File: config.mk
export PLATFORM = sky130hd
export DESIGN_NAME = sac_top
export DESIGN_NICKNAME = d
export VERILOG_FILES = /design/src/hw/sac_pin_sync.v /design/src/hw/sac_top.v
export VERILOG_INCLUDE_DIRS = /design/src /design/src/hw
export SDC_FILE = /design/constraint.sdc
export NUM_CORES = 1
export LEC_CHECK = 0
export BUFFER_PORTS_ARGS = -buffer_cell sky130_fd_sc_hd__buf_2
export CORE_ASPECT_RATIO = 1.4
export CORE_MARGIN = 4
export CORE_UTILIZATION = 56
export DETAILED_ROUTE_END_ITERATION = 7
export GPL_ROUTABILITY_DRIVEN = 0
export GPL_TIMING_DRIVEN = 0
export PLACE_DENSITY = 0.95
export SETUP_SLACK_MARGIN = 0.3
export SLEW_MARGIN = 0
export SYNTH_ARGS = -nofsm -noshare
export SYNTH_HDL_FRONTEND = slang
export SYNTH_SLANG_ARGS = --single-unit
File: constraint.sdc
create_clock -name aclk -period 4.65 [get_ports aclk]
set_clock_uncertainty 0.05 [all_clocks]
set_input_delay 0.465 -clock aclk [delete_from_list [all_inputs] [get_ports aclk]]
set_output_delay 0.465 -clock aclk [all_outputs]
set_load 0.02 [all_outputs]
File: src/hw/sac_defs.vh
// constants for the step attenuator control block
// assumes a 32-bit axi4-lite register port, word-aligned offsets
`ifndef SAC_DEFS_VH
`define SAC_DEFS_VH

// register byte offsets
`define SAC_REG_STATUS     4'h0
`define SAC_REG_FLOAT      4'h4
`define SAC_REG_SERIAL     4'h8
`define SAC_REG_COUNT      4'hC

// status register fields
`define SAC_ST_ATTEN_LSB   0
`define SAC_ST_SERIAL_BIT  8
`define SAC_ST_ADDR_LSB    9
`define SAC_ST_STROBE_BIT  12

// float mask register fields
`define SAC_FL_PAR_LSB     0
`define SAC_FL_ADDR_LSB    8

// serial capture register fields
`define SAC_SR_MATCH_BIT   16

// shift word layout, attenuation word enters first
`define SAC_SHIFT_BITS     16
`define SAC_ADDR_FIELD_LSB 8

// reset values
`define SAC_ATTEN_MAX      8'h7F
`define SAC_FLOAT_RST      11'h000

// axi responses
`define SAC_RESP_OKAY      2'h0
`define SAC_RESP_SLVERR    2'h2

`endif

File: src/hw/sac_pin_sync.v
// three-stage synchroniser for pins from outside the aclk domain
// assumes aclk far faster than any pin change (link clock 80 ns)
`timescale 1ns/100ps
module sac_pin_sync #(
  parameter WIDTH = 1
) (
  // clock and reset
  input  wire             aclk,
  input  wire             aresetn,
  // pin side
  input  wire [WIDTH-1:0] pin_in,
  // aclk side
  output reg  [WIDTH-1:0] level_q
);

  reg [WIDTH-1:0] s1_q;
  reg [WIDTH-1:0] s2_q;
  reg [WIDTH-1:0] s3_q;

  genvar i;
  generate
    for (i = 0; i < WIDTH; i = i + 1) begin : g_bit
      always @(posedge aclk) begin
        if (!aresetn) begin
          s1_q[i]    <= 1'b0;
          s2_q[i]    <= 1'b0;
          s3_q[i]    <= 1'b0;
          level_q[i] <= 1'b0;
        end else begin
          s1_q[i] <= pin_in[i];
          s2_q[i] <= s1_q[i];
          s3_q[i] <= s2_q[i];
          // a change counts only once stages two and three agree
          if (s2_q[i] == s3_q[i]) begin
            level_q[i] <= s3_q[i];
          end
        end
      end
    end
  endgenerate

endmodule

File: src/hw/sac_top.v
// control-word logic of a 7-bit step attenuator with axi4-lite status
// assumes pins arrive asynchronously; aclk 125 MHz, sync reset
//
// The AXI4-Lite slave port and the placing of the registers are this design's own decisions.
`timescale 1ns/100ps
`include "sac_defs.vh"

// Functional notes
// - strobe held high in parallel mode: state follows parallel bits
// - strobe low in parallel mode: state holds while bits change
// - strobe pulse high then low captures the parallel word
// - unconnected parallel bits read as logic low
// - unconnected address straps give address zero
// - serial word is 16 bits lsb first, attenuation then address
// - serial word updates state only when address matches straps
// - mode select low picks parallel, high picks serial interface
// - state comes up at maximum attenuation until a word is latched
module sac_top (
  // system
  input  wire        aclk,
  input  wire        aresetn,
  // control pins from the host controller
  input  wire        serial_mode_sel,
  input  wire        word_latch_strobe,
  input  wire        serial_clk,
  input  wire        serial_data,
  input  wire [6:0]  parallel_atten_bits,
  input  wire [2:0]  device_address_straps,
  // attenuation state to the rf switch bank
  output reg  [7:0]  atten_word_q,
  // axi4-lite write address
  input  wire        s_axi_awvalid,
  output reg         s_axi_awready,
  input  wire [31:0] s_axi_awaddr,
  input  wire [2:0]  s_axi_awprot,
  // axi4-lite write data
  input  wire        s_axi_wvalid,
  output reg         s_axi_wready,
  input  wire [31:0] s_axi_wdata,
  input  wire [3:0]  s_axi_wstrb,
  // axi4-lite write response
  output reg         s_axi_bvalid,
  input  wire        s_axi_bready,
  output reg  [1:0]  s_axi_bresp,
  // axi4-lite read address
  input  wire        s_axi_arvalid,
  output reg         s_axi_arready,
  input  wire [31:0] s_axi_araddr,
  input  wire [2:0]  s_axi_arprot,
  // axi4-lite read data
  output reg         s_axi_rvalid,
  input  wire        s_axi_rready,
  output reg  [31:0] s_axi_rdata,
  output reg  [1:0]  s_axi_rresp
);

  localparam SHIFT_W = `SAC_SHIFT_BITS;
  localparam ALSB    = `SAC_ADDR_FIELD_LSB;

  // synchronised pin levels
  wire [12:0] pins_raw;
  wire [12:0] pins_q;
  wire        mode_serial;
  wire        strobe_lvl;
  wire        sclk_lvl;
  wire        sdata_lvl;
  wire [6:0]  par_lvl;
  wire [2:0]  strap_lvl;
  wire        serial_mode_sel_q;

  assign pins_raw = {device_address_straps, parallel_atten_bits,
                     serial_data, serial_clk, word_latch_strobe};

  // four flops per pin: none of these pins has any timing tie to aclk
  sac_pin_sync #(
    .WIDTH   (13)
  ) u_sync (
    .aclk    (aclk),
    .aresetn (aresetn),
    .pin_in  (pins_raw),
    .level_q (pins_q)
  );

  assign strobe_lvl  = pins_q[0];
  assign sclk_lvl    = pins_q[1];
  assign sdata_lvl   = pins_q[2];
  assign par_lvl     = pins_q[9:3];
  assign strap_lvl   = pins_q[12:10];
  assign mode_serial = serial_mode_sel_q;

  // mode select is a pin too; it rides its own synchroniser

  sac_pin_sync #(
    .WIDTH   (1)
  ) u_sync_mode (
    .aclk    (aclk),
    .aresetn (aresetn),
    .pin_in  (serial_mode_sel),
    .level_q (serial_mode_sel_q)
  );

  // software-held float mask: a set bit marks a pin as unconnected
  reg  [10:0] float_q;
  wire [6:0]  par_eff;
  wire [2:0]  addr_eff;

  // pad pull-down modelled as a forced zero on floated pins
  assign par_eff  = par_lvl &
                    ~float_q[`SAC_FL_PAR_LSB +: 7];
  assign addr_eff = strap_lvl &
                    ~float_q[`SAC_FL_ADDR_LSB +: 3];

  // edge detection on the agreed pin levels
  reg  strobe_prev_q;
  reg  sclk_prev_q;
  wire strobe_rise;
  wire sclk_rise;

  assign strobe_rise = strobe_lvl & ~strobe_prev_q;
  assign sclk_rise   = sclk_lvl & ~sclk_prev_q;

  // serial shift path and capture bookkeeping
  reg  [SHIFT_W-1:0] shift_q;
  reg  [SHIFT_W-1:0] last_word_q;
  reg                last_match_q;
  // counter wraps silently; software reads it twice to see activity
  reg  [15:0]        update_cnt_q;
  wire               addr_match;

  assign addr_match = (shift_q[ALSB +: 3] == addr_eff);

  always @(posedge aclk) begin
    if (!aresetn) begin
      strobe_prev_q <= 1'b0;
      sclk_prev_q   <= 1'b0;
      shift_q       <= {SHIFT_W{1'b0}};
      last_word_q   <= {SHIFT_W{1'b0}};
      last_match_q  <= 1'b0;
      atten_word_q  <= `SAC_ATTEN_MAX;
      update_cnt_q  <= 16'h0000;
    end else begin
      strobe_prev_q <= strobe_lvl;
      sclk_prev_q   <= sclk_lvl;
      if (mode_serial) begin
        // shift only while the strobe is low, so loading never disturbs
        // the attenuation already applied
        if (sclk_rise && !strobe_lvl) begin
          shift_q <= {sdata_lvl, shift_q[SHIFT_W-1:1]};
        end
        // the strobe rising edge latches the word once; host lowers it
        // again before the next word
        if (strobe_rise) begin
          last_word_q  <= shift_q;
          last_match_q <= addr_match;
          if (addr_match) begin
            atten_word_q <= shift_q[7:0];
            update_cnt_q <= update_cnt_q + 16'h0001;
          end
        end
      end else begin
        // strobe high makes the latch transparent; a pulse leaves the
        // last presented word held after its falling edge
        if (strobe_lvl) begin
          // count real changes only, so a held strobe does not run it
          if (atten_word_q != {1'b0, par_eff}) begin
            update_cnt_q <= update_cnt_q + 16'h0001;
          end
          atten_word_q <= {1'b0, par_eff};
        end
      end
    end
  end

  // axi4-lite write side: one write at a time, aw and w in any order
  reg [3:0]  wr_addr_q;
  reg        aw_full_q;
  reg [31:0] wr_data_q;
  reg [3:0]  wr_strb_q;
  reg        w_full_q;
  reg        wr_bad_q;

  always @(posedge aclk) begin
    if (!aresetn) begin
      s_axi_awready <= 1'b1;
      s_axi_wready  <= 1'b1;
      s_axi_bvalid  <= 1'b0;
      s_axi_bresp   <= `SAC_RESP_OKAY;
      wr_addr_q     <= 4'h0;
      aw_full_q     <= 1'b0;
      wr_data_q     <= 32'h00000000;
      wr_strb_q     <= 4'h0;
      w_full_q      <= 1'b0;
      wr_bad_q      <= 1'b0;
      float_q       <= `SAC_FLOAT_RST;
    end else begin
      if (s_axi_awvalid && s_axi_awready) begin
        wr_addr_q     <= s_axi_awaddr[3:0];
        // high bits must not alias onto the mapped offsets
        wr_bad_q      <= |s_axi_awaddr[31:4];
        aw_full_q     <= 1'b1;
        s_axi_awready <= 1'b0;
      end
      if (s_axi_wvalid && s_axi_wready) begin
        wr_data_q    <= s_axi_wdata;
        wr_strb_q    <= s_axi_wstrb;
        w_full_q     <= 1'b1;
        s_axi_wready <= 1'b0;
      end
      if (aw_full_q && w_full_q && !s_axi_bvalid) begin
        aw_full_q    <= 1'b0;
        w_full_q     <= 1'b0;
        s_axi_bvalid <= 1'b1;
        s_axi_bresp  <= `SAC_RESP_OKAY;
        case (wr_addr_q)
          `SAC_REG_FLOAT: begin
            if (wr_strb_q[0] && !wr_bad_q) begin
              float_q[6:0] <= wr_data_q[6:0];
            end
            if (wr_strb_q[1] && !wr_bad_q) begin
              float_q[10:8] <= wr_data_q[10:8];
            end
          end
          // read-only registers ignore writes
          `SAC_REG_STATUS,
          `SAC_REG_SERIAL,
          `SAC_REG_COUNT: begin
            s_axi_bresp <= `SAC_RESP_OKAY;
          end
          default: begin
            s_axi_bresp <= `SAC_RESP_SLVERR;
          end
        endcase
        // an aliased address is refused whatever the low bits decode to
        if (wr_bad_q) begin
          s_axi_bresp <= `SAC_RESP_SLVERR;
        end
      end
      if (s_axi_bvalid && s_axi_bready) begin
        s_axi_bvalid  <= 1'b0;
        s_axi_awready <= 1'b1;
        s_axi_wready  <= 1'b1;
      end
    end
  end

  // axi4-lite read side
  reg [31:0] rd_mux;
  reg        rd_ok;

  always @* begin
    rd_mux = 32'h00000000;
    rd_ok  = 1'b1;
    case (s_axi_araddr[3:0])
      `SAC_REG_STATUS: begin
        rd_mux[`SAC_ST_ATTEN_LSB +: 8] = atten_word_q;
        rd_mux[`SAC_ST_SERIAL_BIT]     = mode_serial;
        rd_mux[`SAC_ST_ADDR_LSB +: 3]  = addr_eff;
        rd_mux[`SAC_ST_STROBE_BIT]     = strobe_lvl;
      end
      `SAC_REG_FLOAT: begin
        rd_mux[10:0] = float_q & 11'h70F | float_q & 11'h07F;
      end
      `SAC_REG_SERIAL: begin
        rd_mux[SHIFT_W-1:0]        = last_word_q;
        rd_mux[`SAC_SR_MATCH_BIT]  = last_match_q;
      end
      `SAC_REG_COUNT: begin
        rd_mux[15:0] = update_cnt_q;
      end
      default: begin
        rd_ok = 1'b0;
      end
    endcase
    // full decode: aliases of the mapped offsets read as refused
    if (s_axi_araddr[31:4] != 28'h0000000) begin
      rd_mux = 32'h00000000;
      rd_ok  = 1'b0;
    end
  end

  always @(posedge aclk) begin
    if (!aresetn) begin
      s_axi_arready <= 1'b1;
      s_axi_rvalid  <= 1'b0;
      s_axi_rdata   <= 32'h00000000;
      s_axi_rresp   <= `SAC_RESP_OKAY;
    end else begin
      if (s_axi_arvalid && s_axi_arready) begin
        s_axi_arready <= 1'b0;
        s_axi_rvalid  <= 1'b1;
        s_axi_rdata   <= rd_mux;
        s_axi_rresp   <= rd_ok ? `SAC_RESP_OKAY : `SAC_RESP_SLVERR;
      end
      if (s_axi_rvalid && s_axi_rready) begin
        s_axi_rvalid  <= 1'b0;
        s_axi_arready <= 1'b1;
      end
    end
  end

endmodule

# [After elaboration in Yosys (flattened, before gate mapping)]
# Index checks and enable logic that the tools add are counted.
[totals] out_inout_bits=49 elab_cells=163 regBits=186 in_bits=127
[classes] muxes=19 eq_ne=24 addsub=1 n_bitwise=10 reduce_logical=30
[op_table] cell="2-to-1 mux 16 bit" n=5
[op_table] cell="case mux 11 bit (4 select lines)" n=1
[op_table] cell="2-to-1 mux 8 bit" n=4
[op_table] cell="nonzero test 28 bit" n=1
[op_table] cell="OR reduction 28 bit" n=1
[op_table] cell="2-to-1 mux 17 bit" n=1
[op_table] cell="adder 16 x 1 -> 16 bit (second input constant)" n=1
[op_table] cell="equality test 4 bit (second input constant)" n=4
[op_table] cell="equality test 1 bit" n=14
[op_table] cell="bitwise OR 11 x 7 -> 11 bit" n=1
[op_table] cell="logical AND 1 bit" n=10
[op_table] cell="AND reduction 3 bit" n=3
[op_table] cell="equality test 4 x 3 -> 1 bit (second input constant)" n=2
[op_table] cell="zero test 4 bit" n=2
[op_table] cell="inequality test 8 x 7 -> 1 bit" n=1
[op_table] cell="OR reduction 4 bit" n=2
[op_table] cell="AND 7 bit" n=1
[op_table] cell="inverter 7 bit" n=1
[op_table] cell="2-to-1 mux 2 bit" n=3
[op_table] cell="case mux 2 bit (3 select lines)" n=1
[op_table] cell="case mux 3 bit (2 select lines)" n=1
[op_table] cell="OR reduction 2 bit" n=3
[op_table] cell="inequality test 2 bit (second input constant)" n=2
[op_table] cell="AND reduction 2 bit" n=2
[op_table] cell="9 further kinds" n=17

# [Logic depth before layout (Yosys ltp)]
# Gate-level depths: netlist of the first run.
[logic_depth] ltp_word=6 depth_mapped=7 ltp_nobuf=6

# [Modules after synthesis]
# From an unflattened synthesis of the first run, not the netlist that was laid out.
[unflattened] hier_cells=730 hier_area_um2=6586.3
[modules_own_cells] module="sac_top" n_inst=1 area_each_um2=4943.5 cells_each=585 seq_area_each_um2=2242.2
[modules_own_cells] module="sac_pin_sync (u_sync)" n_inst=1 area_each_um2=1526.5 cells_each=135 seq_area_each_um2=1041.0
[modules_own_cells] module="sac_pin_sync (u_sync_mode)" n_inst=1 area_each_um2=116.4 cells_each=10 seq_area_each_um2=80.1

# [Least setup slack after synthesis of the first run]
# OpenSTA, ideal clock, no wires.
[synth_path] path_kind="reg2reg" startpoint="reg s_axi_bvalid" endpoint="reg float_q[0]" arrival_time_ps=1538 path_slack_ps=2929 path_buffers=0 path_stages_with_launch=7 period_less_slack_ps=1721 required_time_ps=4468 setup_time_ps=132 path_cell_list="dfxtp_1 -> nand3b_1 -> or4_1 -> nor3b_2 -> nand2_1 -> nand2_1 -> a21oi_1"
[synth_between] elab_chain_cells=3
[synth_rtl] item="start: declaration" line="sac_top.v:42" text="output reg s_axi_bvalid,"
[synth_rtl] item="start signal: assignment" line="sac_top.v:186" text="s_axi_bvalid <= 1'b0;"
[synth_rtl] item="start signal: assignment" line="sac_top.v:212" text="s_axi_bvalid <= 1'b1;"
[synth_rtl] item="start signal: assignment" line="sac_top.v:239" text="s_axi_bvalid <= 1'b0;"
[synth_rtl] item="zero test 1 bit" line="sac_top.v:209" text="if (aw_full_q && w_full_q && !s_axi_bvalid) begin"
[synth_rtl] item="logical AND 1 bit" line="sac_top.v:209"
[synth_rtl] item="AND reduction 3 bit (no source line)"
[synth_rtl] item="end signal: assignment" line="sac_top.v:194" text="float_q <= `SAC_FLOAT_RST;"
[synth_rtl] item="end signal: assignment" line="sac_top.v:217" text="float_q[6:0] <= wr_data_q[6:0];"
[synth_rtl] item="end: declaration" line="sac_top.v:103" text="reg [10:0] float_q;"
# No other way between the ends.
# A chain may end at the register's enable or synchronous reset.

# [Worst setup path in the final report of the first run]
[layout_path] startpoint="reg u_sync.level_q[12]" endpoint="reg update_cnt_q[4]"
[layout_between] elab_chain_cells=4
[layout_rtl] item="start: declaration" line="sac_pin_sync.v:13" text="output reg [WIDTH-1:0] level_q"
[layout_rtl] item="start signal: indexed assignment" line="sac_pin_sync.v:35" text="level_q[i] <= s3_q[i];"
[layout_rtl] item="AND 3 bit" line="sac_top.v:110" text="assign addr_eff = strap_lvl &"
[layout_rtl] item="equality test 3 bit" line="sac_top.v:130" text="assign addr_match = (shift_q[ALSB +: 3] == addr_eff);"
[layout_rtl] item="inequality test 2 bit (no source line)"
[layout_rtl] item="AND reduction 4 bit (no source line)"
[layout_rtl] item="end signal: assignment" line="sac_top.v:157" text="update_cnt_q <= update_cnt_q + 16'h0001;"
[layout_rtl] item="end signal: assignment" line="sac_top.v:166" text="update_cnt_q <= update_cnt_q + 16'h0001;"
[layout_rtl] item="end: declaration" line="sac_top.v:127" text="reg [15:0] update_cnt_q;"
# No other way between the ends.

==> flow_summary.toml, run 1 <==
[worst_hold_path]
worstHoldPathType = "in -> reg"

[clock_network]
cts_resized = 0
post-cts-setup-buffers = 0
cts_hold_buf = 0
cts-root-buf = "clkbuf_16"
cts_sinks = 168
htreeDepth = 4
clk_path_buf_depth = 2
clock_latency_ns = 0.42
path_clk_slew_ns = 0.06
cts_made_buffers = 17
cts_tree = "built"

[timing]
tns_ns = 0
fmax_mhz = 486
fin_hold_ws_ns = 0.194
period_minus_slack_ns = 2.06
finalHoldViolCount = 0
rsz0062_at_grt = "no"
setup_viol = 0
worst_pin_slew_ns = 0.703
drv_slew = 0
relSlewSlack_pct = 52.8
finalCritPeriodShare_pct = 44.3

[synth]
synth-async-reset-ratio_pct = 0
yosysTopAreaCellShare_pct = 50.6
synthFlopType = "dfxtp_1"
seq_area_frac_synth_pct = 50.6
syn_area_per_cell_sq_um = 8.97
synth.distinct_cells = 48
synthTopCellsByCount = "dfxtp_1 (168), nand2_1 (155), a21oi_1 (85)"
synth_top_family_by_area = "simple AND/OR/NAND/NOR gates"
ys_warn_count = 0
synthMostInstantiatedCell = "dfxtp_1"
synth.area.mux_share_pct = 6.07
synthAdderAreaFrac_pct = 0.188
synth-compound-area-share_pct = 12.0
synth_edf_count = 0
synth_top_area_cell = "dfxtp_1"
synth_xor_area_share_pct = 1.79
netlist_area_sq_mm = 0.00664
yosys.area_share.simple_pct = 24.4
synth-seq-cells = 168
syn-instance-count = 740
synth_area_leaders = "dfxtp_1 (51%), nand2_1 (8.8%), a21oi_1 (6.4%)"

[drt]
drtIter0Drc = 487
wl_per_cell_microns = 17.2
drc = 0
via_per_inst = 5.69
wl_mm = 18.2
num_vias = 6011
detail-route-antenna-nets = 0
dr.pass1.iters = 6

[layout]
drive_gt1_share_pct = 23.0
nets = 1029
fill_cells = 798
final_util_pct = 69.9
finalInstanceArea_sq_mm = 0.00801
area_growth_pct = 20.6
n_antenna_cell = 0

[critical_path]
critPathKind = "reg -> reg"
worstPathArrival_ns = 2.37
cp_max_fo = 10
start_kind = "register"
cp-end-kind = "register"
required_ns = 4.96

[status]
outcome = "complete, no violations"

[global_routing]
grt_max_degree = 17
grt_pass1_vias = 6205
use_met3_pct = 7.19
grt_busiest_layer = "met2"
use_met1_pct = 29.6
gr-usage-met2_pct = 48.2
gr-usage-all-layers_pct = 27.8
grt_overflow_total = 0
antenna_found_initial = 0
grt_pass1_wl_mm = 29.4

[place]
placed_area_sq_mm = 0.00751
dpl.hpwl_mm = 12.8
portBuffers = 126

[power_and_ir_drop]
p_per_area_mw_per_mm2 = 359
p_leak_nw = 3.27
power_mw = 2.88
vdd_drop_max_mv = 0.251

[floorplan]
die_w_microns = 100
die_height_microns = 137
rows = 46
initial_utilization_pct = 58.0
num_io_pins = 176
core_sq_mm = 0.0115
dieArea_sq_mm = 0.0137

[flow_run]
maxCapViolations = 0
final timing paths:
| path | start | endpoint | slack (ns) | cells past startpoint |
|---|---|---|---|---|
| setup / recovery | u_sync.level_q[12]$_SDFFE_PN0N_ | update_cnt_q[4]$_SDFFE_PN0P_ | 2.59 | 7 |
| hold / removal | parallel_atten_bits[2] | u_sync.s1_q[5]$_SDFF_PN0_ | 0.19 | 2 |
| setup reg to reg | u_sync.level_q[12]$_SDFFE_PN0N_ | update_cnt_q[4]$_SDFFE_PN0P_ | 2.59 | 7 |
| hold reg to reg | u_sync.s1_q[3]$_SDFF_PN0_ | u_sync.s2_q[3]$_SDFF_PN0_ | 0.38 | 1 |
cell type report:
cell class | count | area [sq um] | area share (%)
Sequential cell | 168 | 3360 | 42.0
Clock inverter | 10 | 57.6 | 0.719
Clock buffer | 21 | 440 | 5.50
Buffer | 58 | 303 | 3.78
Multi-Input combinational cell | 524 | 3010 | 37.6
Inverter | 6 | 22.5 | 0.281
Timing Repair Buffer | 126 | 631 | 7.87
Tap cell | 144 | 180 | 2.25
critical path: stages (launching register included):
cell	delay, ns
dfxtp_1	0.36
nor2b_2	0.25
xnor2_2	0.16
a41oi_2	0.27
a41oi_2	0.31
buf_6	0.19
and4_4	0.23
mux2i_1	0.16
layout by cell type (no fill, tap or decap), drive strengths merged, types with 3 or more instances in the layout:
master	synthesis	routed
a21oi	85	85
nor2b	18	18
mux2	6	6
clkinv	0	7
mux4	10	10
nand4	9	9
dfxtp	168	168
mux2i	11	11
a31o	4	4
conb	1	17
nor4	15	15
nor2	38	38
nand3	21	21
and3	6	6
nand2	155	155
buf	26	152
xor2	5	5
a22oi	13	13
o21ai	18	18
nand2b	11	11
clkbuf	32	53
inv	6	6
clkinvlp	0	3
xnor2	6	6
nor3	4	4
and2	47	47
o311ai	7	7
flip-flops by register name (all words and copies together), names as in the netlist, 2 cells and up:
signal          flops
wr_data_q          10
u_sync.s2_q        13
u_sync.s1_q        13
wr_strb_q           2
s_axi_rdata        17
wr_addr_q           4
update_cnt_q       16
shift_q            16
u_sync.level_q     13
float_q            10
last_word_q        16
atten_word_q        8
u_sync.s3_q        13
metal layers:
| metal | routed length, microns | up-vias |
|---|---|---|
| met2 | 9090 | 368 |
| met5 | 0 | - |
| met3 | 1810 | 88 |
| met4 | 921 | 0 |
| li1 | - | 2814 |
| met1 | 6340 | 2741 |
kinds of logic after synthesis:
group           after synthesis
simple gates                333
flops                       168
compound gates              135
buf+inv                      64
mux                          27
xor+xnor                     11
fa+ha+maj                     1
other cells                   1
where the power goes:
part           internal [mW]  switching, mW  leakage, nW  total, mW
Sequential              1.47         0.0165         1.37       1.49
Combinational         0.0764          0.103         1.66      0.179
Clock                  0.671          0.539        0.242       1.21
metrics by stage:
| step | setup slack (ns) | instances |
|---|---|---|
| 5_1_grt | 2.52 | 1057 |
| 3_3_place_gp | 2.60 | 1026 |
| 2_1_floorplan | 2.93 | 756 |
| 6_report | 2.59 | 1057 |
| 3_5_place_dp | 2.56 | 1026 |
| 4_1_cts | 2.62 | 1057 |
Note: power is estimated with default switching activity, not from simulation.
==> inputs of run 2 (changes only) <==
Settings changed: ABC_AREA from default to 1, CORE_UTILIZATION 56 to 48, PLACE_DENSITY 0.95 to 0.88.
Clock period 4.65 ns to 1.7 ns, I/O delays scaled along.
==> run 2 against run 1 <==
Against the previous run: the flow now finishes with violations (hold timing); non-clock buffer count increased by 56; critical path depth increased by 3; worst setup slack got worse by 2.5 ns; global-route usage decreased by 4.6 points; final cell count increased by 32%; sequential power increased to 2.8 times the previous value; first-iteration DRC count increased by 7.8%; sequential cell count unchanged; critical path type unchanged; largest power group unchanged.
==> flow_summary.toml, run 2 <==
[synth]
synthTopCellsByCount = "nand2_1 (249), dfxtp_1 (168), nor2_1 (147)"
seq_area_frac_synth_pct = 48.1
synth-async-reset-ratio_pct = 0
syn_area_per_cell_sq_um = 7.13
synthMostInstantiatedCell = "nand2_1"
netlist_area_sq_mm = 0.00700
synth_edf_count = 0
ys_warn_count = 0
yosysTopAreaCellShare_pct = 48.1
synth-seq-cells = 168
synth_area_leaders = "dfxtp_1 (48%), nand2_1 (13%), nor2_1 (7.9%)"
synthFlopType = "dfxtp_1"
synth.distinct_cells = 34
syn-instance-count = 981
synth_top_area_cell = "dfxtp_1"

[floorplan]
rows = 51
die_height_microns = 151
num_io_pins = 176
dieArea_sq_mm = 0.0166
initial_utilization_pct = 49.6
core_sq_mm = 0.0141
die_w_microns = 110

[drt]
num_vias = 7194
via_per_inst = 5.15
drtIter0Drc = 525
detail-route-antenna-nets = 0
drc = 0
wl_mm = 20.2
dr.pass1.iters = 6
wl_per_cell_microns = 14.5

[power_and_ir_drop]
p_leak_nw = 4.39
power_mw = 8.27
vdd_drop_max_mv = 0.699
p_per_area_mw_per_mm2 = 882

[status]
outcome = "finished, violations left"
violations = "hold timing"

[timing]
drv_slew = 0
rsz0062_at_grt = "yes"
finalHoldViolCount = 1
setup_viol = 0
finalCritPeriodShare_pct = 92.3
period_minus_slack_ns = 1.57
fin_hold_ws_ns = -0.00484
relSlewSlack_pct = 49.4
worst_pin_slew_ns = 0.758
fmax_mhz = 637
setup_ws_ns = 0.131

[critical_path]
cp_max_fo = 5
worst-path-buf-inv = 2
worst_r2r_path_depth = 10
cp-end-kind = "register"
required_ns = 1.94
cp_top_family = "simple AND/OR/NAND/NOR gates"
crit_path_cell_trace = "nand2_1 > or2_1 > buf_6 > nor2_4 > nand2_4 > nand2_8 > nand2_8 > buf_8 > nand2_1 > a21oi_2"
crit_cells = 10
critPathKind = "reg -> reg"
worstPathArrival_ns = 1.81
start_kind = "register"
max_stage_delay_ns = 0.35
crit_slowest_cell = "dfxtp_4"

[global_routing]
gr-usage-all-layers_pct = 23.2
grt_pass1_wl_mm = 30.6
grt_pass1_vias = 6854
grt_overflow_total = 0
grt_max_degree = 17
antenna_found_initial = 0

[place]
dpl.hpwl_mm = 13.2
dpl_worst_slack_ns = -0.157
dp_cells = 1309
portBuffers = 127

[layout]
area_growth_pct = 33.9
top_register = "s_axi_rdata"
final_common_cell = "nand2_1"
n_antenna_cell = 0
fin_cells = 1398
largest_reg_flops = 17
fill_cells = 1063
final_util_pct = 66.4
drive_gt1_share_pct = 25.6
final_cell_mix = "nand2_1 (227), dfxtp_1 (149), nor2_1 (136)"
nets = 1329

[clock_network]
cts_made_buffers = 17
htreeDepth = 4
cts_sinks = 168
cts-root-buf = "clkbuf_16"
clk_path_buf_depth = 2
clock_latency_ns = 0.43
path_clk_slew_ns = 0.06
cts_tree = "built"

[flow_run]
maxCapViolations = 0

[worst_hold_path]
worstHoldPathType = "in -> reg"
holdPathStages = 3
[run 2: worst paths after layout]
| kind | start | endpoint | slack, ns |
|---|---|---|---|
| hold / removal | s_axi_wdata[6] | wr_data_q[6]$_SDFFE_PN0P_ | -0.005 |
| setup reg to reg | u_sync.level_q[0]$_SDFFE_PN0N_ | update_cnt_q[12]$_SDFFE_PN0P_ | 0.13 |
| hold reg to reg | u_sync.s1_q[9]$_SDFF_PN0_ | u_sync.s2_q[9]$_SDFF_PN0_ | 0.36 |
| setup / recovery | u_sync.level_q[0]$_SDFFE_PN0N_ | update_cnt_q[12]$_SDFFE_PN0P_ | 0.13 |
[run 2: layout make-up]
class	count	area (sq um)	share of cell area (%)
buffer	55	357	3.81
clock buffer	22	474	5.06
clock inverter	9	70.1	0.748
inverter	101	389	4.15
multi-input combinational	673	3290	35.1
sequential	168	3390	36.2
tap	185	231	2.47
timing repair buffer	185	1170	12.5
[run 2: cells by family (layout without fill, tap and decap cells)]
family                     Yosys count  count (layout)  synth area share, %
adders and majority gates            1               1                0.179
xor gates and xnor gates             8               8                 1.00
and+or+nand+nor                    487             487                 28.9
DFF                                168             168                 48.1
other                                1              17               0.0536
buffers and inverters              156             372                 10.0
AOI/OAI and AO/OA                  160             160                 11.8
[run 2: layer usage]
metal	track usage, %	part of all wire, %	vias up
met1	24.9	36	3271
li1	-	-	3526
met3	4.65	7.5	67
met4	12.7	3.7	0
met2	41.7	53	330
met5	0	0	-
[run 2: worst reg2reg max path, stage by stage (launching register included)]
cell and delay [ns]:
dfxtp_4 0.35, nand2_1 0.04, or2_1 0.21, buf_6 0.13, nor2_4 0.11, nand2_4 0.09, nand2_8 0.11, nand2_8 0.09
buf_8 0.15, nand2_1 0.07, a21oi_2 0.05
[run 2: report_power, final]
group	switching, mW	internal, mW
Sequential	0.0661	4.03
Clock	1.57	1.98
Combinational	0.354	0.263
[run 2: per-stage QoR]
stage	TNS, ns	instance area [sq um]	hold WS, ns
2_1_floorplan	0	7070	0.218
3_3_place_gp	-0.283	7940	0.301
3_5_place_dp	-1.02	7940	0.304
4_1_cts	0	9010	0.00284
5_1_grt	0	9370	0.0347
6_report	0	9370	-0.00484
[run 2: repair_timing]
| action | in CTS | in global routing |
|---|---|---|
| endpoints found under the hold margin | 31 | 1 |
| hold buffers | 29 | 1 |
| gates cloned | 2 | 0 |
| endpoints found under the setup margin | 72 | 78 |
| buffers inserted | 13 | 13 |
| resized for setup | 39 | 92 |
| pin swaps | 8 | 18 |
